## config.mk

```make
export PLATFORM = sky130hd
export DESIGN_NAME = dbf_host
export DESIGN_NICKNAME = d
export VERILOG_FILES = /design/src/rtl/dbf_pkg.sv /design/src/rtl/dbf_bus_cycle.sv /design/src/rtl/dbf_host.sv
export SDC_FILE = /design/constraint.sdc
export NUM_CORES = 1
export LEC_CHECK = 0
export BUFFER_PORTS_ARGS = -buffer_cell sky130_fd_sc_hd__buf_4
export CORE_ASPECT_RATIO = 1.4
export CORE_MARGIN = 2
export CORE_UTILIZATION = 35
export CTS_BUF_LIST = sky130_fd_sc_hd__clkbuf_16
export DETAILED_ROUTE_END_ITERATION = 8
export PLACE_DENSITY_LB_ADDON = 0.25
export SLEW_MARGIN = 25
export SYNTH_ARGS = -nofsm -noshare
export SYNTH_HDL_FRONTEND = slang
export SYNTH_HIERARCHICAL = 1
export SYNTH_SLANG_ARGS = --single-unit
```

## constraint.sdc

```tcl
create_clock -name core_clk -period 5.6 [get_ports core_clk]
set_clock_uncertainty 0.1 [all_clocks]
set_input_delay 1.12 -clock core_clk [delete_from_list [all_inputs] [get_ports core_clk]]
set_output_delay 1.12 -clock core_clk [all_outputs]
set_load 0.1 [all_outputs]
```

## src/rtl/dbf_pkg.sv

```systemverilog
// Purpose: Shared constants for the dual-bank flash host sequencer
// Assumes: core_clk at 10 MHz; device pins driven synchronously
// Notes:   Unlock addresses and data are parameters of the top module
package dbf_pkg;
    localparam int          CLK_MHZ       = 10;
    localparam int          CLK_NS        = 1000 / CLK_MHZ;
    // Bus-cycle phase lengths in ns (least times, rounded up)
    localparam int          T_SETUP_NS    = 100;
    localparam int          T_PULSE_NS    = 200;
    localparam int          T_READ_NS     = 200;
    localparam int          SETUP_CYC     = (T_SETUP_NS + CLK_NS - 1) / CLK_NS;
    localparam int          PULSE_CYC     = (T_PULSE_NS + CLK_NS - 1) / CLK_NS;
    localparam int          READ_CYC      = (T_READ_NS + CLK_NS - 1) / CLK_NS;
    // Suspend latency: the device is in read mode at most this long after B0H
    localparam int          SUSP_US       = 10;
    localparam int          SUSP_CYC      = (SUSP_US * 1000) / CLK_NS;
    localparam int          RESET_CYC     = 5;
    // Command codes
    localparam logic [7:0]  CMD_SECTOR    = 8'h50;
    localparam logic [7:0]  CMD_BLOCK     = 8'h30;
    localparam logic [7:0]  CMD_CHIP      = 8'h10;
    localparam logic [7:0]  CMD_SUSPEND   = 8'hB0;
    localparam logic [7:0]  CMD_RESUME    = 8'h30;
    localparam logic [7:0]  CMD_PROG      = 8'hA0;
    localparam logic [7:0]  CMD_ERASE_PRE = 8'h80;
    localparam logic [20:0] ADDR_CHIP     = 21'h000555;
    // Software register map (word index)
    localparam logic [2:0]  REG_CTRL      = 3'h0;
    localparam logic [2:0]  REG_ADDR      = 3'h1;
    localparam logic [2:0]  REG_DATA      = 3'h2;
    localparam logic [2:0]  REG_STATUS    = 3'h3;
    localparam logic [2:0]  REG_RDATA     = 3'h4;
    localparam logic [2:0]  REG_CONFIG    = 3'h5;
    // Operation codes written to CTRL[2:0]
    typedef enum logic [2:0] {
        DBF_OP_READ    = 3'b000,
        DBF_OP_PROG    = 3'b001,
        DBF_OP_SECTOR  = 3'b010,
        DBF_OP_BLOCK   = 3'b011,
        DBF_OP_CHIP    = 3'b100,
        DBF_OP_SUSPEND = 3'b101,
        DBF_OP_RESUME  = 3'b110,
        DBF_OP_RESET   = 3'b111
    } dbf_op_t;
    // Status bits
    localparam int          ST_BUSY       = 0;
    localparam int          ST_REFUSED    = 1;
    localparam int          ST_SUSPENDED  = 2;
    localparam int          ST_DEV_BUSY   = 3;
    localparam int          ST_ERASING    = 4;
endpackage

```

## src/rtl/dbf_bus_cycle.sv

```systemverilog
// Purpose: One strobed bus cycle (write or read) on the flash pins
// Assumes: Address, data and direction stay stable while busy
// Notes:   Address stands before the strobe falls; data before it rises
`timescale 1ns/1ps
module dbf_bus_cycle #(
    parameter int SETUP = dbf_pkg::SETUP_CYC,
    parameter int PULSE = dbf_pkg::PULSE_CYC
) (
    input  wire logic core_clk,
    input  wire logic sys_rst,
    input  wire logic start,
    input  wire logic is_write,
    output logic      chip_sel_n,
    output logic      wr_n,
    output logic      out_gate_n,
    output logic      sample,
    output logic      done
);
    typedef enum logic [1:0] {
        DBF_C_IDLE  = 2'b00,
        DBF_C_SETUP = 2'b01,
        DBF_C_PULSE = 2'b10,
        DBF_C_HOLD  = 2'b11
    } dbf_cyc_t;

    dbf_cyc_t    st_q;
    logic [7:0]  cnt_q;
    logic        wr_q;
    wire  logic  cnt_end = (cnt_q == 8'h00);

    // Strobe sequencing; write strobe only pulses with chip select low
    always_ff @(posedge core_clk or posedge sys_rst) begin
        if (sys_rst) begin
            st_q       <= DBF_C_IDLE;
            cnt_q      <= 8'h00;
            wr_q       <= 1'b0;
            chip_sel_n <= 1'b1;
            wr_n       <= 1'b1;
            out_gate_n <= 1'b1;
            sample     <= 1'b0;
            done       <= 1'b0;
        end else begin
            sample <= 1'b0;
            done   <= 1'b0;
            unique case (st_q)
                DBF_C_IDLE: if (start) begin
                    st_q       <= DBF_C_SETUP;
                    wr_q       <= is_write;
                    chip_sel_n <= 1'b0;
                    cnt_q      <= 8'(SETUP - 1);
                end
                DBF_C_SETUP: if (cnt_end) begin
                    st_q       <= DBF_C_PULSE;
                    cnt_q      <= 8'(PULSE - 1);
                    wr_n       <= ~wr_q;  // address latched at this fall
                    out_gate_n <= wr_q;   // device drives only when both low
                end else begin
                    cnt_q <= cnt_q - 8'h01;
                end
                DBF_C_PULSE: if (cnt_end) begin
                    st_q       <= DBF_C_HOLD;
                    wr_n       <= 1'b1;   // data latched on first rising strobe
                    out_gate_n <= 1'b1;
                    sample     <= ~wr_q;
                end else begin
                    cnt_q <= cnt_q - 8'h01;
                end
                DBF_C_HOLD: begin
                    st_q       <= DBF_C_IDLE;
                    chip_sel_n <= 1'b1;   // Deselect returns device to standby
                    done       <= 1'b1;
                end
            endcase
        end
    end

    property p_wr_in_cs;
        @(posedge core_clk) disable iff (sys_rst) !wr_n |-> !chip_sel_n;
    endproperty
    a_wr_in_cs: assert property (p_wr_in_cs) else $error("write strobe outside select");

    property p_no_gate_on_write;
        @(posedge core_clk) disable iff (sys_rst) !(!wr_n && !out_gate_n);
    endproperty
    a_no_gate_on_write: assert property (p_no_gate_on_write) else $error("gate during write");

    property p_sel_lead;
        @(posedge core_clk) disable iff (sys_rst) $fell(wr_n) |-> !$past(chip_sel_n);
    endproperty
    a_sel_lead: assert property (p_sel_lead) else $error("select not ahead of strobe");

    property p_sel_trail;
        @(posedge core_clk) disable iff (sys_rst) $rose(wr_n) |-> !chip_sel_n;
    endproperty
    a_sel_trail: assert property (p_sel_trail) else $error("select rose with strobe");

    property p_gate_in_sel;
        @(posedge core_clk) disable iff (sys_rst) !out_gate_n |-> !chip_sel_n;
    endproperty
    a_gate_in_sel: assert property (p_gate_in_sel) else $error("gate outside select");
endmodule // dbf_bus_cycle

```

## src/rtl/dbf_host.sv

```systemverilog
// Purpose: Host sequencer driving a dual-bank parallel NOR flash
// Assumes: Pins synchronous to core_clk; one device on the bus
// Notes:   Software starts operations through CTRL and polls STATUS
// Contract
// - Command write: write strobe low with chip select low; address then data.
// - Program is three unlock cycles plus one address/data cycle.
// - Host programs only sectors already erased; the sequencer does not check this and programs whatever word ADDR names.
// - Sector erase ends with 50H, block erase with 30H, six cycles.
// - Chip erase is six cycles ending 10H at 555H.
// - 30H at any address resumes the suspended erase.
`timescale 1ns/1ps
module dbf_host #(
    parameter int          AW       = 21,
    parameter int          DW       = 16,
    parameter logic [20:0] UNLOCK_A = 21'h000555,
    parameter logic [20:0] UNLOCK_B = 21'h0002AA,
    parameter logic [7:0]  UNLOCK_D1 = 8'hAA,
    parameter logic [7:0]  UNLOCK_D2 = 8'h55,
    parameter int          SUSP_CYC = dbf_pkg::SUSP_CYC
) (
    input  wire logic          core_clk,
    input  wire logic          sys_rst,
    input  wire logic [2:0]    reg_addr,
    input  wire logic [31:0]   reg_wdata,
    input  wire logic          reg_wr,
    input  wire logic          reg_rd,
    output logic [31:0]        reg_rdata,
    output logic [AW-1:0]      flash_addr,
    output logic [DW-1:0]      flash_dq_o,
    output logic               flash_dq_oe_n,
    input  wire logic [DW-1:0] flash_dq_i,
    output logic               flash_ce_n,
    output logic               flash_we_n,
    output logic               flash_oe_n,
    output logic               flash_rst_n,
    output logic               flash_wp_n,
    output logic               flash_width_sel,
    input  wire logic          operation_idle_n
);
    typedef enum logic [2:0] {
        DBF_S_IDLE  = 3'b000,
        DBF_S_LOAD  = 3'b001,
        DBF_S_WAIT  = 3'b010,
        DBF_S_POLL  = 3'b011,
        DBF_S_RST   = 3'b100,
        DBF_S_SUSP  = 3'b101
    } dbf_st_t;

    dbf_st_t       st_q;
    logic [2:0]    op_q;
    logic [2:0]    step_q;
    logic [AW-1:0] addr_q;
    logic [DW-1:0] wdata_q;
    logic [DW-1:0] rdata_q;
    logic          refused_q, susp_q, erasing_q, last_tog_q, busy_pin_q, armed_q, tog_same_q;
    logic [15:0]   wait_q;
    logic          cyc_start, cyc_write;
    logic          cs_n, wr_n, og_n, smp, cdone;
    logic [2:0]    nsteps;
    logic [AW-1:0] step_addr;
    logic [7:0]    step_data;

    // Decode of software strokes
    wire logic     ctl_wr   = reg_wr && (reg_addr == dbf_pkg::REG_CTRL);
    wire logic     idle     = (st_q == DBF_S_IDLE);
    wire dbf_pkg::dbf_op_t new_op = dbf_pkg::dbf_op_t'(reg_wdata[2:0]);
    wire logic     is_erase = (new_op == dbf_pkg::DBF_OP_SECTOR)
                            || (new_op == dbf_pkg::DBF_OP_BLOCK);
    // Device ignores commands during program and chip erase; while an erase runs only
    // suspend, read and reset are accepted; the host refuses the rest rather than lose them
    wire logic     allow = idle && (!erasing_q || susp_q
                         ? !(susp_q && is_erase && new_op != dbf_pkg::DBF_OP_RESET)
                           && (new_op != dbf_pkg::DBF_OP_SUSPEND || !susp_q)
                         : (new_op == dbf_pkg::DBF_OP_SUSPEND
                           || new_op == dbf_pkg::DBF_OP_READ
                           || new_op == dbf_pkg::DBF_OP_RESET));
    // Chip erase with write-protect low would be discarded; refuse it up front
    wire logic     wp_block = (new_op == dbf_pkg::DBF_OP_CHIP) && !flash_wp_n;

    // Number of bus cycles per operation
    always_comb begin
        unique case (dbf_pkg::dbf_op_t'(op_q))
            dbf_pkg::DBF_OP_PROG:    nsteps = 3'd4;
            dbf_pkg::DBF_OP_SECTOR,
            dbf_pkg::DBF_OP_BLOCK,
            dbf_pkg::DBF_OP_CHIP:    nsteps = 3'd6;
            default:                 nsteps = 3'd1;
        endcase
    end

    // Address and data of each cycle of the sequence
    always_comb begin
        step_addr = UNLOCK_A;
        step_data = UNLOCK_D1;
        unique case (step_q)
            3'd1, 3'd4: begin step_addr = UNLOCK_B; step_data = UNLOCK_D2; end
            3'd2:       step_data = (op_q == 3'(dbf_pkg::DBF_OP_PROG))
                                  ? dbf_pkg::CMD_PROG : dbf_pkg::CMD_ERASE_PRE;
            default:    ;
        endcase
        if (step_q == nsteps - 3'd1) begin
            unique case (dbf_pkg::dbf_op_t'(op_q))
                dbf_pkg::DBF_OP_PROG:    begin step_addr = addr_q;
                                               step_data = wdata_q[7:0]; end
                dbf_pkg::DBF_OP_SECTOR:  begin step_addr = addr_q;
                                               step_data = dbf_pkg::CMD_SECTOR; end
                dbf_pkg::DBF_OP_BLOCK:   begin step_addr = addr_q;
                                               step_data = dbf_pkg::CMD_BLOCK; end
                dbf_pkg::DBF_OP_CHIP:    begin step_addr = dbf_pkg::ADDR_CHIP;
                                               step_data = dbf_pkg::CMD_CHIP; end
                dbf_pkg::DBF_OP_SUSPEND: step_data = dbf_pkg::CMD_SUSPEND;
                dbf_pkg::DBF_OP_RESUME:  step_data = dbf_pkg::CMD_RESUME;
                default:                 begin step_addr = addr_q; end
            endcase
        end
        if (step_q == nsteps && op_q == 3'(dbf_pkg::DBF_OP_PROG))
            step_addr = addr_q;  // Status reads must hit the busy bank
    end

    wire logic     op_read  = (op_q == 3'(dbf_pkg::DBF_OP_READ));
    wire logic     last     = cdone && (step_q == nsteps - 3'd1);
    wire logic     toggled  = flash_dq_i[6] != last_tog_q;

    dbf_bus_cycle u_cyc (
        .core_clk   (core_clk),
        .sys_rst    (sys_rst),
        .start      (cyc_start),
        .is_write   (cyc_write),
        .chip_sel_n (cs_n),
        .wr_n       (wr_n),
        .out_gate_n (og_n),
        .sample     (smp),
        .done       (cdone)
    );

    // Sequencer
    always_ff @(posedge core_clk or posedge sys_rst) begin
        if (sys_rst) begin
            st_q <= DBF_S_IDLE; op_q <= 3'h0; step_q <= 3'h0; armed_q <= 1'b0;
            tog_same_q <= 1'b0; rdata_q <= '0; refused_q <= 1'b0; susp_q <= 1'b0;
            erasing_q <= 1'b0; last_tog_q <= 1'b0; wait_q <= 16'h0000;
            cyc_start <= 1'b0; cyc_write <= 1'b0; flash_rst_n <= 1'b1;
        end else begin
            cyc_start <= 1'b0;
            unique case (st_q)
                DBF_S_IDLE: if (ctl_wr) begin
                    if (allow && !wp_block) begin
                        op_q   <= reg_wdata[2:0];
                        step_q <= 3'h0;
                        refused_q <= 1'b0;
                        if (new_op == dbf_pkg::DBF_OP_RESET) begin
                            st_q        <= DBF_S_RST;
                            flash_rst_n <= 1'b0;
                            wait_q      <= 16'(dbf_pkg::RESET_CYC);
                        end else begin
                            st_q      <= DBF_S_LOAD;
                            cyc_start <= 1'b1;
                            cyc_write <= (new_op != dbf_pkg::DBF_OP_READ);
                        end
                    end else begin
                        refused_q <= 1'b1;
                    end
                end
                DBF_S_LOAD: begin
                    if (smp) begin
                        rdata_q    <= flash_dq_i;
                        last_tog_q <= flash_dq_i[6];
                    end
                    if (cdone && !last) begin
                        step_q    <= step_q + 3'h1;
                        cyc_start <= 1'b1;
                    end else if (last) begin
                        armed_q <= 1'b0;
                        unique case (dbf_pkg::dbf_op_t'(op_q))
                            dbf_pkg::DBF_OP_SECTOR, dbf_pkg::DBF_OP_BLOCK:
                                erasing_q <= 1'b1;
                            dbf_pkg::DBF_OP_SUSPEND: begin
                                st_q   <= DBF_S_SUSP;
                                wait_q <= 16'(SUSP_CYC);
                            end
                            dbf_pkg::DBF_OP_RESUME: susp_q <= 1'b0;
                            default: ;
                        endcase
                        if (op_q == 3'(dbf_pkg::DBF_OP_PROG) || op_q == 3'(dbf_pkg::DBF_OP_CHIP))
                            st_q <= DBF_S_POLL;  // device finishes unaided
                        else if (op_q != 3'(dbf_pkg::DBF_OP_SUSPEND))
                            st_q <= DBF_S_IDLE;
                    end
                end
                DBF_S_POLL: begin
                    // Toggle polling: two reads with equal status bit mean completion
                    if (smp) begin
                        last_tog_q <= flash_dq_i[6];
                        rdata_q    <= flash_dq_i;  // Polarity bit kept for software
                        tog_same_q <= armed_q && !toggled;  // Compare while the data stands
                        armed_q    <= 1'b1;
                    end
                    if (cdone && tog_same_q && step_q == nsteps)
                        st_q <= DBF_S_IDLE;
                    else if (cdone || step_q != nsteps) begin
                        step_q    <= nsteps;
                        cyc_start <= 1'b1;
                        cyc_write <= 1'b0;
                    end
                end
                DBF_S_SUSP: if (wait_q == 16'h0000) begin
                    susp_q <= 1'b1;
                    st_q   <= DBF_S_IDLE;
                end else begin
                    wait_q <= wait_q - 16'h0001;
                end
                DBF_S_RST: if (wait_q == 16'h0000) begin
                    flash_rst_n <= 1'b1;
                    erasing_q   <= 1'b0;
                    susp_q      <= 1'b0;
                    st_q        <= DBF_S_IDLE;
                end else begin
                    wait_q <= wait_q - 16'h0001;
                end
                default: st_q <= DBF_S_IDLE;
            endcase
            if (ctl_wr && !idle)
                refused_q <= 1'b1;
            if (erasing_q && !susp_q && st_q == DBF_S_IDLE && operation_idle_n)
                erasing_q <= 1'b0;  // Ready pin ends a sector or block erase
        end
    end

    // Software registers and pin configuration
    always_ff @(posedge core_clk or posedge sys_rst) begin
        if (sys_rst) begin
            reg_rdata <= 32'h0000_0000; flash_wp_n <= 1'b0; flash_width_sel <= 1'b1;
            busy_pin_q <= 1'b0; addr_q <= '0; wdata_q <= '0;
        end else begin
            busy_pin_q <= ~operation_idle_n;
            if (reg_wr && reg_addr == dbf_pkg::REG_ADDR && idle) addr_q <= reg_wdata[AW-1:0];
            if (reg_wr && reg_addr == dbf_pkg::REG_DATA && idle) wdata_q <= reg_wdata[DW-1:0];
            if (reg_wr && reg_addr == dbf_pkg::REG_CONFIG) begin
                flash_wp_n      <= reg_wdata[0];
                flash_width_sel <= reg_wdata[1];
            end
            reg_rdata <= 32'h0000_0000;
            if (reg_rd) begin
                unique case (reg_addr)
                    dbf_pkg::REG_STATUS: reg_rdata <= {27'h0, erasing_q, busy_pin_q,
                                                       susp_q, refused_q, !idle};
                    dbf_pkg::REG_RDATA:  reg_rdata <= 32'(rdata_q);
                    dbf_pkg::REG_CONFIG: reg_rdata <= {30'h0, flash_width_sel, flash_wp_n};
                    dbf_pkg::REG_ADDR:   reg_rdata <= 32'(addr_q);
                    default:             reg_rdata <= 32'h0000_0000;
                endcase
            end
        end
    end

    // Pin outputs registered; data lines driven only during writes
    always_ff @(posedge core_clk or posedge sys_rst) begin
        if (sys_rst) begin
            flash_addr <= '0; flash_dq_o <= '0; flash_dq_oe_n <= 1'b1;
            flash_ce_n <= 1'b1; flash_we_n <= 1'b1; flash_oe_n <= 1'b1;
        end else begin
            flash_addr    <= step_addr;
            flash_dq_o    <= flash_width_sel ? {wdata_q[15:8], step_data} : DW'(step_data);
            flash_dq_oe_n <= !(cyc_write && !cs_n);  // never fight the device
            flash_ce_n    <= cs_n;
            flash_we_n    <= wr_n;
            flash_oe_n    <= og_n;
        end
    end

    property p_wp_chip;
        @(posedge core_clk) disable iff (sys_rst)
            (ctl_wr && idle && wp_block) |=> (st_q == DBF_S_IDLE) && refused_q;
    endproperty
    a_wp_chip: assert property (p_wp_chip) else $error("chip erase sent under protect");
endmodule // dbf_host

```

==> metrics <==
GPL Wtd Cong between 0.7 and 0.8; final-layout fill cell count 2148; dominant synthesized flop cell dfrtp_1; DR vias/cell 5.08; total grt overflow 0; IO Pins 132; unrepaired setup endpoints after global routing no; First-pass DRT Iterations 5; Cells after Synth slightly above 700; post-route minimum period between 3 and 4 ns; Worst Slack Setup Final 2.43 ns; period utilization 56.6%; mapped cell area 7830 µm²; largest net degree at the start of global routing 79; area share of fa/ha/maj cells after synthesis 1.76%; DRT Wirelength around 19000 µm; clk sinks 167; number of instances in the placed design 1086; post-CTS sizing 0; TritonCTS clock tree built; Total GRT Usage 16.6%; Clock transition at path regs around 0.07 ns; Fmax 316 MHz; actual slew at the worst max-slew pin 1.06 ns; flip-flop and latch count after synthesis 167; status complete, no violations; Cell Rows 64; kind of critical path register to register; Post-CTS Setup Repair Bufs 0; Final Non-Filler Cells 1118; commonest non-fill, non-tap cells in the layout dfrtp_1 (158), buf_4 (118), mux2_2 (62); Finish-stage setup viols 0; final slew viol count 0; Antenna Cells 0; Power, Total 6280 µW; post-synthesis mux area share about a tenth; Max clock buf depth 2; ys async rst share 100%; critical path arrival 3.44 ns; Area growth, synth to finish 20.5%; first-pass GRT wire length 30700 µm; power per cell area 665 nW/µm²; share of cells above drive strength 1 30.0%; Max IR drop VDD 0.000294 V; dominant cells by area after synthesis dfrtp_1 (50%), mux2_2 (8.9%), dfstp_2 (3.0%), nor2_1 (2.5%), and2_1 (1.9%); EDFF count, synth 0; DR iter-0 viols 283; crit path launch type register; drc violations 0; Max H-tree Level 4; Simple-Gate Fraction of Synth Area 17.6%; hold_buf cts 0; syn avg cell area between 10 and 15 µm²; leading cell type in the layout, fill and taps excluded dfrtp_1; full die area around 24000 µm²; P_leak between 0.004 and 0.005 µW; DP Wirelength 13400 µm; Synth top area share approximately 50%; YS warnings 6; count of cell types in the netlist 77; die width 130 µm; register area share after synthesis 53.5%; Fin. Hold Viols 0; core area 21900 µm²; complex-gate fraction of the synthesized area 13.1%; routed len/inst 16.7 µm; starting density of the core 35.7%; cell accounting for the most synthesized area dfrtp_1; Max-cap violations 0; crit end category register; XOR/XNOR share of the synthesized area 0.559%; slew margin rel. 28.9%; count of input and output buffers 109; pre-CTS setup slack 2.02 ns; CP Max Fanout 24; CTS Buf Count 17; Hold WC Path Type register to register; die height 181 µm; initial antenna violation count 0; worst path required time 5.87 ns; main combinational cell family by area after synthesis simple AND/OR/NAND/NOR gates; setup TNS 0 ns; vias in the first global route between 5000 and 6000; Clock Tree Root clkbuf_16; Via Count 5678; clock latency on the worst-skew pair ~0.43 ns; Final ANT Viol Nets 0; Final #Nets 875
registers in the layout (all words and copies together) (netlist names), 8 cells and up:
register / count
addr_q: 21
flash_addr: 21
reg_rdata: 21
flash_dq_o: 16
rdata_q: 16
wait_q: 16
wdata_q: 16
u_cyc/cnt_q: 8
critical path, stage by stage (launching register included):
cell	delay [ns]
dfrtp_1	0.66
nor2_1	0.44
a211oi_1	0.15
o31ai_1	0.81
buf_4	0.29
o211ai_1	0.10
o21ai_1	0.38
a21o_1	0.16
stage by stage:
step	hold WS (ns)	instance area, µm²	utilization [%]
2_1_floorplan	0.254	7870	-
4_1_cts	0.268	9440	43.0
5_1_grt	0.274	9440	43.0
3_5_place_dp	0.259	8910	40.6
6_report	0.267	9440	43.0
3_3_place_gp	0.262	8900	40.6
synthesized netlist by cell type, types with 4 or more instances:
cell / count
a211oi_1: 4
a21o_1: 12
a21oi_1: 18
a22oi_1: 16
a31oi_1: 11
and2_1: 24
and3_1: 12
buf_2: 7
buf_4: 11
clkbuf_1: 26
dfrtp_1: 158
dfstp_2: 9
ha_1: 11
inv_1: 20
mux2_2: 62
nand2_1: 38
nand2b_1: 9
nand3_1: 23
nand3b_1: 4
nand4_1: 8
nor2_1: 52
nor2b_1: 22
nor3_1: 8
nor4bb_1: 4
o211ai_1: 7
o21ai_0: 29
o22ai_1: 7
o31ai_1: 14
or2_2: 6
or3_1: 4
cell families after synthesis:
| group | after synthesis |
|---|---|
| mux | 66 |
| buf+inv | 67 |
| fa+ha+maj | 11 |
| flops | 167 |
| other cells | 1 |
| xor+xnor | 5 |
| simple gates | 240 |
| compound gates | 149 |
worst paths after layout:
check,start,end,slack [ns],cells after the start
min in group asynchronous,sys_rst,u_cyc/st_q[0],0.70,2
max reg2reg,op_q[0],flash_addr[6],2.43,7
max in group asynchronous,sys_rst,flash_dq_o[4],3.59,3
min reg2reg,u_cyc/out_gate_n,flash_oe_n,0.27,0
min,u_cyc/out_gate_n,flash_oe_n,0.27,0
max,op_q[0],flash_addr[6],2.43,7
power by group:
group / internal [µW] / switching [µW] / leakage [µW]
Sequential: 1700 / 439 / 0.00210
Clock: 567 / 496 / 0.000267
Combinational: 1000 / 2080 / 0.00196
routing by layer:
layer  vias up  wire length (µm)  track usage [%]
li1       2729                 -                -
met1      2771              7590             19.3
met2       154              9970             29.9
met3        24               783             3.55
met4         0               341             5.70
met5         -                 0                0
layout make-up:
type	count	area (µm²)	share of cell area (%)
Clock inverter	15	101	1.07
Multi-Input combinational cell	482	3370	35.7
Tap cell	297	372	3.94
Sequential cell	167	4190	44.4
Clock buffer	17	425	4.51
Inverter	21	83.8	0.888
Timing Repair Buffer	119	897	9.50
Power figures use the tool's default switching activity.
